File: src/blit_fmt_pkg.sv
package blit_fmt_pkg;

  // Register byte offsets
  localparam logic [11:0] OFS_SRC_FMT = 12'h000;
  localparam logic [11:0] OFS_DST_FMT = 12'h004;
  localparam logic [11:0] OFS_CLIP0_MIN = 12'h008;
  localparam logic [11:0] OFS_CLIP0_MAX = 12'h00C;
  localparam logic [11:0] OFS_CLIP1_MIN = 12'h010;
  localparam logic [11:0] OFS_CLIP1_MAX = 12'h014;
  localparam logic [11:0] OFS_FG_COLOR = 12'h018;
  localparam logic [11:0] OFS_BG_COLOR = 12'h01C;
  localparam logic [11:0] OFS_COMMAND = 12'h020;
  localparam logic [11:0] OFS_GEOMETRY = 12'h024;
  localparam logic [11:0] OFS_STRIDE_STAT = 12'h028;

  // Writable bit masks, reserved bits clear
  localparam logic [31:0] MASK_SRC_FMT = 32'h00FF3FFF;
  localparam logic [31:0] MASK_DST_FMT = 32'h00073FFF;
  localparam logic [31:0] MASK_CLIP = 32'h0FFF0FFF;
  localparam logic [31:0] MASK_COMMAND = 32'h00000001;
  localparam logic [31:0] MASK_GEOMETRY = 32'h00031FFF;

  // Values after reset
  localparam logic [31:0] RST_REG = 32'h00000000;

  // Field positions
  localparam int STRIDE_LSB = 0;
  localparam int TILE_STRIDE_MSB = 6;
  localparam int FMT_LSB = 16;
  localparam int BYTE_SWZ_BIT = 20;
  localparam int WORD_SWZ_BIT = 21;
  localparam int PACK_LSB = 22;
  localparam int CLIP_Y_LSB = 16;
  localparam int CLIP_SEL_BIT = 0;
  localparam int SRC_TILED_BIT = 16;
  localparam int DST_TILED_BIT = 17;
  localparam int DST_STAT_LSB = 16;

  // Source color format codes
  localparam logic [3:0] SRC_MONO = 4'h0;
  localparam logic [3:0] SRC_PAL8 = 4'h1;
  localparam logic [3:0] SRC_RGB16 = 4'h3;
  localparam logic [3:0] SRC_RGB24 = 4'h4;
  localparam logic [3:0] SRC_RGB32 = 4'h5;
  localparam logic [3:0] SRC_YUYV = 4'h8;
  localparam logic [3:0] SRC_UYVY = 4'h9;

  // Destination depth codes
  localparam logic [2:0] DST_D8 = 3'h1;
  localparam logic [2:0] DST_D16 = 3'h3;
  localparam logic [2:0] DST_D24 = 3'h4;
  localparam logic [2:0] DST_D32 = 3'h5;

  // Source packing codes
  localparam logic [1:0] PACK_NONE = 2'h0;
  localparam logic [1:0] PACK_BYTE = 2'h1;
  localparam logic [1:0] PACK_WORD = 2'h2;
  localparam logic [1:0] PACK_DWORD = 2'h3;

  // Incoming source pixel word with its place
  typedef struct packed {
    logic [31:0] data;
    logic [4:0] idx;
    logic [11:0] x;
    logic [11:0] y;
  } pix_in_t;

  // Converted destination pixel
  typedef struct packed {
    logic [31:0] data;
    logic [11:0] x;
    logic [11:0] y;
    logic write;
    logic supported;
  } pix_out_t;

endpackage

File: src/blit_surface_format_clip.sv
`timescale 1ns/1ps
// Function
// Linear stride counts bytes, any format
// Tiled stride uses only low seven bits
// 32bpp is RGB plus spare byte
// Bits 20/21 enable host byte/word swap
// Byte swap first, then word swap
// Packing zero uses stride field, else width
// Packing rounds bytes to 1,2,4 multiple
// Software never packs a tiled source
// Software keeps YUV linear stride dword-aligned
// Widening replicates channel msbs into lsbs
// Narrowing drops channel lsbs and alpha
// Non-32bpp source to 32bpp: zero alpha; mono takes alpha from the color registers
// Mono uses colors, YUV to RGB
// Source format field codes decoded
// Destination depth field codes decoded
// Stride held in low fourteen bits
// Mono leftmost pixel is bit 7
// UYVY bytes: U, Ya, V, Yb
// Two clip sets, select bit chooses
// Write inside min inclusive, max exclusive
// Set0 minimum holds x in bits 11:0
// Clip y bound at bits 27:16
// Reserved bits ignored, read as zero
module blit_surface_format_clip
  import blit_fmt_pkg::*;
(
  input wire logic hclk,
  input wire logic hresetn,
  input wire logic hsel,
  input wire logic [31:0] haddr,
  input wire logic [1:0] htrans,
  input wire logic hwrite,
  input wire logic [2:0] hsize,
  input wire logic [31:0] hwdata,
  input wire logic hready,
  output logic hreadyout,
  output logic [31:0] hrdata,
  output logic hresp,
  input wire logic host_valid,
  input wire logic [31:0] host_data,
  output logic swz_valid,
  output logic [31:0] swz_data,
  input wire logic pix_valid,
  input wire pix_in_t pix_in,
  output logic out_valid,
  output pix_out_t pix_out,
  output logic [13:0] src_stride,
  output logic [13:0] dst_stride
);

  // Whole block state
  typedef struct packed {
    logic [31:0] src_fmt;
    logic [31:0] dst_fmt;
    logic [31:0] clip0_min;
    logic [31:0] clip0_max;
    logic [31:0] clip1_min;
    logic [31:0] clip1_max;
    logic [31:0] fg;
    logic [31:0] bg;
    logic [31:0] cmd;
    logic [31:0] geom;
    logic wr_pend;
    logic [11:0] wr_addr;
    logic [31:0] rdata;
    logic [13:0] src_stride;
    logic [13:0] dst_stride;
    logic swz_valid;
    logic [31:0] swz_data;
    logic out_valid;
    pix_out_t out;
  } state_t;

  state_t st_r; // Registered state
  state_t st_nxt; // Next state

  // Byte and word swizzle of a host word
  function automatic logic [31:0] swizzle(input logic [31:0] d, input logic bs,
                                          input logic ws);
    logic [31:0] t;
    t = bs ? {d[7:0], d[15:8], d[23:16], d[31:24]} : d;
    swizzle = ws ? {t[15:0], t[31:16]} : t;
  endfunction

  // Clamp a signed sum to one 8-bit channel
  function automatic logic [7:0] clamp8(input logic signed [19:0] v);
    if (v < 20'sd0) begin
      clamp8 = 8'h00;
    end else if (v > 20'sd255) begin
      clamp8 = 8'hFF;
    end else begin
      clamp8 = v[7:0];
    end
  endfunction

  // Studio-range YUV to RGB888
  function automatic logic [23:0] yuv2rgb(input logic [7:0] y, input logic [7:0] u,
                                          input logic [7:0] v);
    logic signed [19:0] c;
    logic signed [19:0] d;
    logic signed [19:0] e;
    c = $signed({12'h000, y}) - 20'sd16;
    d = $signed({12'h000, u}) - 20'sd128;
    e = $signed({12'h000, v}) - 20'sd128;
    yuv2rgb = {clamp8((20'sd298 * c + 20'sd409 * e + 20'sd128) >>> 8),
               clamp8((20'sd298 * c - 20'sd100 * d - 20'sd208 * e + 20'sd128) >>> 8),
               clamp8((20'sd298 * c + 20'sd516 * d + 20'sd128) >>> 8)};
  endfunction

  // Clip bounds check, min inclusive and max exclusive
  function automatic logic in_clip(input logic [31:0] mn, input logic [31:0] mx,
                                   input logic [11:0] x, input logic [11:0] y);
    in_clip = (x >= mn[11:0]) && (x < mx[11:0]) &&
              (y >= mn[CLIP_Y_LSB+:12]) && (y < mx[CLIP_Y_LSB+:12]);
  endfunction

  // Register read mux, reserved bits already zero
  function automatic logic [31:0] read_reg(input state_t s, input logic [11:0] a);
    case (a)
      OFS_SRC_FMT: read_reg = s.src_fmt;
      OFS_DST_FMT: read_reg = s.dst_fmt;
      OFS_CLIP0_MIN: read_reg = s.clip0_min;
      OFS_CLIP0_MAX: read_reg = s.clip0_max;
      OFS_CLIP1_MIN: read_reg = s.clip1_min;
      OFS_CLIP1_MAX: read_reg = s.clip1_max;
      OFS_FG_COLOR: read_reg = s.fg;
      OFS_BG_COLOR: read_reg = s.bg;
      OFS_COMMAND: read_reg = s.cmd;
      OFS_GEOMETRY: read_reg = s.geom;
      OFS_STRIDE_STAT: read_reg = {2'b00, s.dst_stride, 2'b00, s.src_stride};
      default: read_reg = 32'h00000000;
    endcase
  endfunction

  // Slave is always ready with an OKAY answer
  assign hreadyout = 1'b1;
  assign hresp = 1'b0;
  assign hrdata = st_r.rdata;
  assign swz_valid = st_r.swz_valid;
  assign swz_data = st_r.swz_data;
  assign out_valid = st_r.out_valid;
  assign pix_out = st_r.out;
  assign src_stride = st_r.src_stride;
  assign dst_stride = st_r.dst_stride;

  // Decoded fields
  logic [3:0] sfmt; // Source format code
  logic [2:0] dfmt; // Destination depth code
  logic [1:0] pack; // Source packing code
  logic taken; // AHB address phase accepted
  logic [5:0] bpp; // Source bits per pixel
  logic [18:0] row_bits; // Bits in one blit row
  logic [15:0] row_bytes; // Bytes in one blit row
  logic [15:0] packed_stride; // Width-based stride
  logic [23:0] rgb; // Source as RGB888
  logic [7:0] alpha; // Source alpha byte
  logic [7:0] ya; // Left luma
  logic [7:0] yb; // Right luma
  logic [7:0] cu; // Chroma U
  logic [7:0] cv; // Chroma V
  logic conv_ok; // Format pair supported
  logic [31:0] conv; // Converted pixel
  logic mono_bit; // Selected mono bit

  // Next state of registers, strides and pixel path
  always_comb begin
    st_nxt = st_r;
    sfmt = st_r.src_fmt[FMT_LSB+:4];
    dfmt = st_r.dst_fmt[FMT_LSB+:3];
    pack = st_r.src_fmt[PACK_LSB+:2];
    taken = hsel && hready && htrans[1];
    // Data phase of a write commits masked data
    // Reserved bits dropped
    if (st_r.wr_pend) begin
      case (st_r.wr_addr)
        OFS_SRC_FMT: st_nxt.src_fmt = hwdata & MASK_SRC_FMT;
        OFS_DST_FMT: st_nxt.dst_fmt = hwdata & MASK_DST_FMT;
        // Clip x and y fields
        OFS_CLIP0_MIN: st_nxt.clip0_min = hwdata & MASK_CLIP;
        OFS_CLIP0_MAX: st_nxt.clip0_max = hwdata & MASK_CLIP;
        OFS_CLIP1_MIN: st_nxt.clip1_min = hwdata & MASK_CLIP;
        OFS_CLIP1_MAX: st_nxt.clip1_max = hwdata & MASK_CLIP;
        OFS_FG_COLOR: st_nxt.fg = hwdata;
        OFS_BG_COLOR: st_nxt.bg = hwdata;
        OFS_COMMAND: st_nxt.cmd = hwdata & MASK_COMMAND;
        OFS_GEOMETRY: st_nxt.geom = hwdata & MASK_GEOMETRY;
        default: st_nxt.cmd = st_r.cmd; // Unmapped or read-only
      endcase
    end
    // Address phase capture; reads see a write just committed
    st_nxt.wr_pend = taken && hwrite;
    st_nxt.wr_addr = taken ? haddr[11:0] : st_r.wr_addr;
    if (taken && !hwrite) begin
      st_nxt.rdata = (haddr[31:12] == 20'h00000) ? read_reg(st_nxt, haddr[11:0]) : 32'h0;
    end
    // Source depth per format code
    case (sfmt)
      SRC_MONO: bpp = 6'd1;
      SRC_PAL8: bpp = 6'd8;
      SRC_RGB24: bpp = 6'd24;
      // 32bpp carries a spare byte
      SRC_RGB32: bpp = 6'd32;
      default: bpp = 6'd16; // 16bpp and both YUV
    endcase
    row_bits = 19'(st_r.geom[12:0]) * 19'(bpp);
    row_bytes = 16'((row_bits + 19'd7) >> 3);
    // Round row bytes up to alignment
    case (pack)
      PACK_WORD: packed_stride = (row_bytes + 16'd1) & 16'hFFFE;
      PACK_DWORD: packed_stride = (row_bytes + 16'd3) & 16'hFFFC;
      default: packed_stride = row_bytes;
    endcase
    // Tiled strides keep the low seven bits
    if (st_r.geom[SRC_TILED_BIT]) begin
      // Packing never combined with tiled source
      st_nxt.src_stride = {7'h00, st_r.src_fmt[TILE_STRIDE_MSB:STRIDE_LSB]};
    end else if (pack == PACK_NONE) begin
      // Linear byte stride from field
      st_nxt.src_stride = st_r.src_fmt[13:STRIDE_LSB];
    end else begin
      // Stride from blit width
      st_nxt.src_stride = packed_stride[13:0];
    end
    // Destination stride likewise
    st_nxt.dst_stride = st_r.geom[DST_TILED_BIT] ?
                        {7'h00, st_r.dst_fmt[TILE_STRIDE_MSB:STRIDE_LSB]} :
                        st_r.dst_fmt[13:STRIDE_LSB];
    // Host port swizzle, byte then word
    st_nxt.swz_valid = host_valid;
    if (host_valid) begin
      st_nxt.swz_data = swizzle(host_data, st_r.src_fmt[BYTE_SWZ_BIT],
                                st_r.src_fmt[WORD_SWZ_BIT]);
    end
    // Leftmost mono pixel is bit 7 of byte 0
    mono_bit = pix_in.data[{pix_in.idx[4:3], ~pix_in.idx[2:0]}];
    // UYVY byte order, else YUYV order
    if (sfmt == SRC_UYVY) begin
      cu = pix_in.data[7:0];
      ya = pix_in.data[15:8];
      cv = pix_in.data[23:16];
      yb = pix_in.data[31:24];
    end else begin
      ya = pix_in.data[7:0];
      cu = pix_in.data[15:8];
      yb = pix_in.data[23:16];
      cv = pix_in.data[31:24];
    end
    // Source to RGB888 plus alpha
    rgb = 24'h000000;
    alpha = 8'h00;
    conv_ok = (dfmt == DST_D16) || (dfmt == DST_D24) || (dfmt == DST_D32);
    case (sfmt)
      SRC_MONO: begin
        conv_ok = conv_ok || (dfmt == DST_D8);
      end
      SRC_PAL8: begin
        conv_ok = (dfmt == DST_D8);
      end
      SRC_RGB16: begin
        // Replicate msbs into added lsbs
        rgb = {pix_in.data[15:11], pix_in.data[15:13], pix_in.data[10:5],
               pix_in.data[10:9], pix_in.data[4:0], pix_in.data[4:2]};
      end
      SRC_RGB24: begin
        rgb = pix_in.data[23:0];
      end
      SRC_RGB32: begin
        rgb = pix_in.data[23:0];
        alpha = pix_in.data[31:24];
      end
      SRC_YUYV, SRC_UYVY: begin
        // YUV converted to RGB
        rgb = pix_in.idx[0] ? yuv2rgb(yb, cu, cv) : yuv2rgb(ya, cu, cv);
      end
      default: begin
        conv_ok = 1'b0;
      end
    endcase
    // Pack into destination depth
    case (dfmt)
      // Drop surplus lsbs and alpha
      DST_D16: conv = {16'h0000, rgb[23:19], rgb[15:10], rgb[7:3]};
      DST_D24: conv = {8'h00, rgb};
      // Alpha zero unless source is 32bpp or mono
      DST_D32: conv = {alpha, rgb};
      default: conv = {24'h000000, pix_in.data[7:0]};
    endcase
    // Mono expands through color registers
    if (sfmt == SRC_MONO) begin
      conv = mono_bit ? st_r.fg : st_r.bg;
    end
    st_nxt.out_valid = pix_valid;
    if (pix_valid) begin
      st_nxt.out.data = conv;
      st_nxt.out.x = pix_in.x;
      st_nxt.out.y = pix_in.y;
      st_nxt.out.supported = conv_ok;
      // Selected clip set gates the write
      st_nxt.out.write = conv_ok && (st_r.cmd[CLIP_SEL_BIT] ?
                         in_clip(st_r.clip1_min, st_r.clip1_max, pix_in.x, pix_in.y) :
                         in_clip(st_r.clip0_min, st_r.clip0_max, pix_in.x, pix_in.y));
    end else begin
      st_nxt.out.write = 1'b0;
    end
  end

  // State register
  always_ff @(posedge hclk or negedge hresetn) begin
    if (!hresetn) begin
      st_r <= '0;
    end else begin
      st_r <= st_nxt;
    end
  end
endmodule

File: config.mk
export PLATFORM = sky130hd
export DESIGN_NAME = blit_surface_format_clip
export DESIGN_NICKNAME = d
export VERILOG_FILES = /design/src/blit_fmt_pkg.sv /design/src/blit_surface_format_clip.sv
export SDC_FILE = /design/constraint.sdc
export NUM_CORES = 2
export LEC_CHECK = 0
export BUFFER_PORTS_ARGS = -buffer_cell sky130_fd_sc_hd__clkbuf_2
export CORE_ASPECT_RATIO = 1.4
export CORE_MARGIN = 3
export CORE_UTILIZATION = 50
export CTS_CLUSTER_SIZE = 10
export DETAILED_ROUTE_END_ITERATION = 7
export PLACE_DENSITY_LB_ADDON = 0.12
export SLEW_MARGIN = 20
export SYNTH_ARGS = -nofsm -noshare
export SYNTH_HDL_FRONTEND = slang
export SYNTH_SLANG_ARGS = --single-unit
export TNS_END_PERCENT = 20
File: constraint.sdc
create_clock -name hclk -period 13.1 [get_ports hclk]
set_input_delay 2.62 -clock hclk [delete_from_list [all_inputs] [get_ports hclk]]
set_output_delay 2.62 -clock hclk [all_outputs]
set_load 0.05 [all_outputs]
# Word-level counts from Yosys, hierarchy flattened
# Cells that the tools add are included.
[totals]
reg_bits = 485
out_inout_bits = 154
wordCells = 174
[op_classes]
addsub = 21
multipliers = 7
magnitude_cmp = 21
eq_ne = 31
n_mux = 47
bitwise_logic = 1
reduce_logical = 23
[ops]
columns = ["cell", "n"]
rows = [
  ["$mux 32", 15],
  ["$pmux 32 s11", 1],
  ["$mux 320", 1],
  ["$mux 8", 17],
  ["$add 20x9->20 const B", 6],
  ["$eq 12x5->1 const B", 8],
  ["$pmux 32 s3", 1],
  ["$gt 12x9->1 const B", 6],
  ["$lt 12x1->1 const B", 6],
  ["$pmux 24 s3", 1],
  ["$eq 12x6->1 const B", 5],
  ["$mul 9x9->18 const A", 3],
  ["$eq 12x4->1 const B", 4],
  ["$ge 12x12->1", 4],
  ["$lt 12x12->1", 4],
  ["$mux 14", 3],
  ["$add 19x19->20", 2],
  ["$add 19x20->20", 2],
  ["$sub 19x17->20", 2],
  ["$sub 20x18->20", 2],
  ["$pmux 14 s2", 1],
  ["$eq 12x3->1 const B", 2],
  ["$logic_not 12->1", 2],
  ["$mux 24", 1],
  ["31 further kinds", 52],
]

# Longest topological paths before layout
[logic_depth]
depth_word = 14
mapped_depth = 41

# Least setup slack after synthesis
# Ideal clock, no wire load.
[synth_path]
path_kind = "input-to-reg"
startpoint = "input pix_in[41] (netlist bit)"
endpoint = "register st_r, in the netlist pix_out[40]"
arrival_ps = 10425
required_time_ps = 12996
slack_ps = 2571
path_stages = 32
n_path_buf = 0
cell_sequence = "mux2i_1 -> ha_1 -> nor3b_1 -> mux2i_1 -> inv_1 -> ha_1 -> ha_1 -> inv_1 -> fa_1 -> inv_1 -> fa_1 -> ha_1 -> ha_1 -> or3_1 -> o221a_2 -> o21ai_0 -> nand2b_1 -> a21oi_1 -> xnor2_1 -> inv_1 -> fa_1 -> inv_1 -> ha_1 -> ha_1 -> a21o_1 -> nand4b_1 -> a41oi_1 -> mux2_2 -> a211oi_1 -> a222oi_1 -> or3_1 -> o311ai_1"
[synth_between]
elab_chain_len = 13
elab_cells_between_ends = 33
cone_classes = "add/sub: 10; mul: 2; order compare: 6; mux: 15"
[synth_lines]
columns = ["item", "line_no", "text"]
rows = [
  ["start: declaration", "blit_surface_format_clip.sv:46", "input wire pix_in_t pix_in,"],
  ["$mux 8", "blit_surface_format_clip.sv:239", "if (sfmt == SRC_UYVY) begin"],
  ["$sub 8x5->9 or $sub 8x8->9 (tied branches)", "blit_surface_format_clip.sv:104, blit_surface_format_clip.sv:105", ""],
  ["$mul 9x9->18 or $mul 6x9->15 (tied branches)", "blit_surface_format_clip.sv:107, blit_surface_format_clip.sv:108", ""],
  ["$sub 19x17->20", "blit_surface_format_clip.sv:108", "clamp8((20'sd298 * c - 20'sd100 * d - 20'sd208 * e + 20'sd128) >>> 8),"],
  ["$sub 20x18->20", "blit_surface_format_clip.sv:108", ""],
  ["$add 20x9->20", "blit_surface_format_clip.sv:108", ""],
  ["$gt 12x9->1", "blit_surface_format_clip.sv:91", "end else if (v > 20'sd255) begin"],
  ["$mux 8", "blit_surface_format_clip.sv:91", ""],
  ["$mux 8", "blit_surface_format_clip.sv:89", "if (v < 20'sd0) begin"],
  ["$mux 24", "blit_surface_format_clip.sv:275", "rgb = pix_in.idx[0] ? yuv2rgb(yb, cu, cv) : yuv2rgb(ya, cu, cv);"],
  ["$pmux 24 s3", "blit_surface_format_clip.sv:254", "case (sfmt)"],
  ["$pmux 32 s3", "blit_surface_format_clip.sv:282", "case (dfmt)"],
  ["$mux 32 *", "blit_surface_format_clip.sv:291", "if (sfmt == SRC_MONO) begin"],
  ["end signal: assignment", "blit_surface_format_clip.sv:314", "st_r <= st_nxt;"],
  ["end: declaration", "blit_surface_format_clip.sv:76", "state_t st_r;"],
]
# Every way passes the cells marked *; elsewhere a longest branch is shown, timed or not. The select of a mux whose other input is x is not followed.
# A chain may end at the register's enable or synchronous reset.

# Worst setup path after layout
[layout_path]
startpoint = "input pix_in[57] (netlist bit)"
endpoint = "register st_r, in the netlist pix_out[37]"
[layout_between]
elab_chain_len = 13
elab_cells_between_ends = 39
cone_classes = "add/sub: 11; mul: 3; order compare: 8; mux: 17"
[layout_lines]
columns = ["item", "line_no", "text"]
rows = [
  ["$mux 8", "blit_surface_format_clip.sv:239", ""],
  ["$sub 8x5->9", "blit_surface_format_clip.sv:104", "c = $signed({12'h000, y}) - 20'sd16;"],
  ["$mul 9x9->18", "blit_surface_format_clip.sv:107, blit_surface_format_clip.sv:108", ""],
  ["$sub 19x17->20", "blit_surface_format_clip.sv:108", ""],
  ["$sub 20x18->20", "blit_surface_format_clip.sv:108", ""],
  ["$add 20x9->20", "blit_surface_format_clip.sv:108", ""],
  ["$gt 12x9->1", "blit_surface_format_clip.sv:91", ""],
  ["$mux 8", "blit_surface_format_clip.sv:91", ""],
  ["$mux 8", "blit_surface_format_clip.sv:89", ""],
  ["$mux 24", "blit_surface_format_clip.sv:275", ""],
  ["$pmux 24 s3", "blit_surface_format_clip.sv:254", ""],
  ["$pmux 32 s3", "blit_surface_format_clip.sv:282", ""],
  ["$mux 32 *", "blit_surface_format_clip.sv:291", ""],
]
# Marks and branches as above.

==> flow_metrics.py <==
metrics = {
    "placed_design": {
        "hpwl_um": 109000,
        "placed_cell_area_mm2": 0.0415,
        "io_buffers": 316,
        "gp_congestion": 0.998,
        "placedCellCount": 5476,
    },
    "timing": {
        "relSlewSlack_pct": 21.5,
        "setup_viol": 0,
        "rsz0062_at_grt": "false",
        "fin_setup_tns_ps": 0,
        "slew_violations": 0,
        "fin_skew_ps": 22.1,
        "hold_viol": 0,
        "fin_crit_sh_pct": 87.7,
        "max_freq_mhz": 87.0,
        "period_needed_ps": 11490,
        "tightest_slew_ps": 1170,
        "hold_slack_ps": 376,
    },
    "worst_setup_path": {
        "cp-startpoint": "pix_in[57]",
        "slowest_delay_ps": 880,
        "slowest_stage": "a222oi_1",
        "cp.buffers_inverters": 5,
        "worst-setup-path-type": "primary input to flop",
        "path_common_cell": "ha_1",
        "rr_startpoint": "sfmt[3]$_DFF_PN0_",
        "crit_required_ps": 13620,
        "start_kind": "primary input",
        "cp_data_arrival_time_ps": 12010,
        "cpLargestDelayFamily": "adder cells",
        "cp_max_fo": 8,
        "critPathCaptureType": "flop",
    },
    "global_route": {
        "antenna_found_initial": 11,
        "grt.overflow.total": 0,
        "grt_max_degree": 155,
        "track_usage_pct": 33.3,
        "grt_pass1_vias": 33100,
        "grt_pass1_wl_um": 207000,
    },
    "routing": {
        "drt_iter0_drc": 2269,
        "dr.pass1.iters": 7,
        "routed_via_density": 5.90,
        "post_drt_wl_per_cell_um": 25.3,
        "vias": 32800,
        "route.detailed.drc": 0,
        "wl_um": 141000,
        "ant_nets": 0,
    },
    "floorplanning": {
        "fp.dieH_um": 340,
        "num_rows": 121,
        "die_w_um": 245,
        "start_util_pct": 50.8,
        "fp.dieArea_mm2": 0.0832,
        "num_io_pins": 323,
        "core_mm2": 0.0784,
    },
    "clock_tree": {
        "path_clk_slew_ps": 60,
        "cts-resized-gates": 0,
        "cts_buffer_depth": 3,
        "worstSkewPairLatency_ps": 640,
        "cts_root_buf": "clkbuf_16",
        "htreeDepth": 2,
        "clock-sinks": 485,
        "cts_buffers": 56,
        "hold_buffers": 0,
        "post-cts-setup-buffers": 0,
        "cts_tree": "built",
    },
    "layout": {
        "nNetsFinal": 5298,
        "syn_to_final_growth_pct": 7.92,
        "drive_above_1_share_pct": 14.3,
        "post-route-util_pct": 54.9,
        "final_area_mm2": 0.0430,
        "instances_no_fill": 5551,
        "nFillCells": 7419,
    },
    "synthesis": {
        "synth_top_area_share_pct": 30.4,
        "yosysSeqAreaShare_pct": 30.4,
        "ys_ff_latch": 485,
        "ys_types": 106,
        "synth_area_leaders": "dfrtp_1, ha_1, nand2_1",
        "syn_inst": 4389,
        "synth.cell_area_mm2": 0.0399,
        "yosys-top-cells-count": "nand2_1, ha_1, dfrtp_1",
        "synth-edff-count": 0,
        "synth.most_common_cell": "nand2_1",
        "syn-num-nets": 5198,
        "avgSynthCellArea_um2": 9.08,
        "ys_warn_count": 0,
        "synthFlopType": "dfrtp_1",
        "ys_async_sr_fraction_pct": 100,
        "yosysTopAreaCell": "dfrtp_1",
    },
    "run_status": {
        "status": "finished, final reports clean",
    },
    "power_and_ir_drop": {
        "power_leakage_nw": 21.7,
        "ir_worst_vdd_mv": 0.257,
        "powerDensity_mw_per_mm2": 225,
    },
    "hold_path": {
        "hp-start": "st_r[424]$_DFF_PN0_",
        "hold_class": "flop to flop",
    },
    "job": {
        "drv_cap": 0,
    },
}
layer usage:
| metal | part of all wire (%) | track usage [%] | wire length [um] | vias up |
|---|---|---|---|---|
| met5 | 0.038 | 0 | 54 | - |
| met4 | 9.3 | 25.9 | 13100 | 8 |
| met2 | 49 | 57.3 | 68500 | 1204 |
| met1 | 36 | 37.1 | 51300 | 15900 |
| met3 | 5.5 | 4.50 | 7700 | 397 |
| li1 | - | - | - | 15300 |
worst paths after layout:
path                       cells after the start  slack, ps                       to
setup / recovery                              34       1610  pix_out[37]$_DFFE_PN0P_
setup reg to reg                              35       2240  pix_out[37]$_DFFE_PN0P_
hold reg to reg                                0        380  dst_stride[3]$_DFF_PN0_
max in group asynchronous                      3       8630  pix_out[13]$_DFFE_PN0P_
min in group asynchronous                      1       2120   hrdata[15]$_DFFE_PN0P_
hold / removal                                 0        380  dst_stride[3]$_DFF_PN0_
sequential cells by signal (all words and copies together) (netlist names):
name and flops:
pack 2, swz_valid 1, st_r 324, swz_data 32, dst_stride 14, pix_out 58
sfmt 4, hrdata 32, dfmt 3, out_valid 1, src_stride 14
cells in the final DEF (no fill, tap or decap), types with 78 or more instances in the layout:
| cell type | n |
|---|---|
| inv_1 | 376 |
| ha_1 | 542 |
| and2_1 | 104 |
| dfrtp_1 | 484 |
| xnor2_1 | 113 |
| clkbuf_2 | 314 |
| nand2_1 | 697 |
| mux2_2 | 128 |
| fa_1 | 98 |
| a22oi_1 | 78 |
| nor2_1 | 157 |
| o21ai_0 | 215 |
| a21oi_1 | 201 |
cells by family (layout without fill, tap and decap cells):
logic type | after synthesis | in the layout | share of synthesized area, %
xor+xnor | 157 | 157 | 3.47
flops | 485 | 485 | 30.4
fa+ha+maj | 640 | 640 | 21.9
other cells | 2 | 9 | 0.0188
compound gates | 898 | 898 | 15.1
buf+inv | 710 | 820 | 8.20
simple gates | 1294 | 1294 | 15.1
mux | 203 | 203 | 5.82
stage by stage:
| stage | setup slack [ps] | power, mW |
|---|---|---|
| after global routing | 1310 | 10.5 |
| final | 1610 | 9.70 |
| after global placement | 1110 | 8.19 |
| after CTS | 1790 | 9.67 |
| after detailed placement | 1150 | 8.20 |
| after floorplan | 2570 | 6.55 |
layout make-up:
type,instances,area [um2],share of cell area [%]
antenna,7,17.5,0.0407
clock buffer,61,1420,3.30
clock inverter,7,125,0.291
inverter,376,1410,3.28
multi-input combinational,3194,24500,57.1
sequential,485,12100,28.2
tap,1045,1310,3.04
timing repair buffer,376,2060,4.78
report_power, final:
part | total (mW) | switching [mW] | internal [mW]
logic | 6.66 | 4.02 | 2.63
clock network | 1.43 | 0.642 | 0.785
registers | 1.62 | 0.0599 | 1.56
Power figures use the tool's default switching activity.
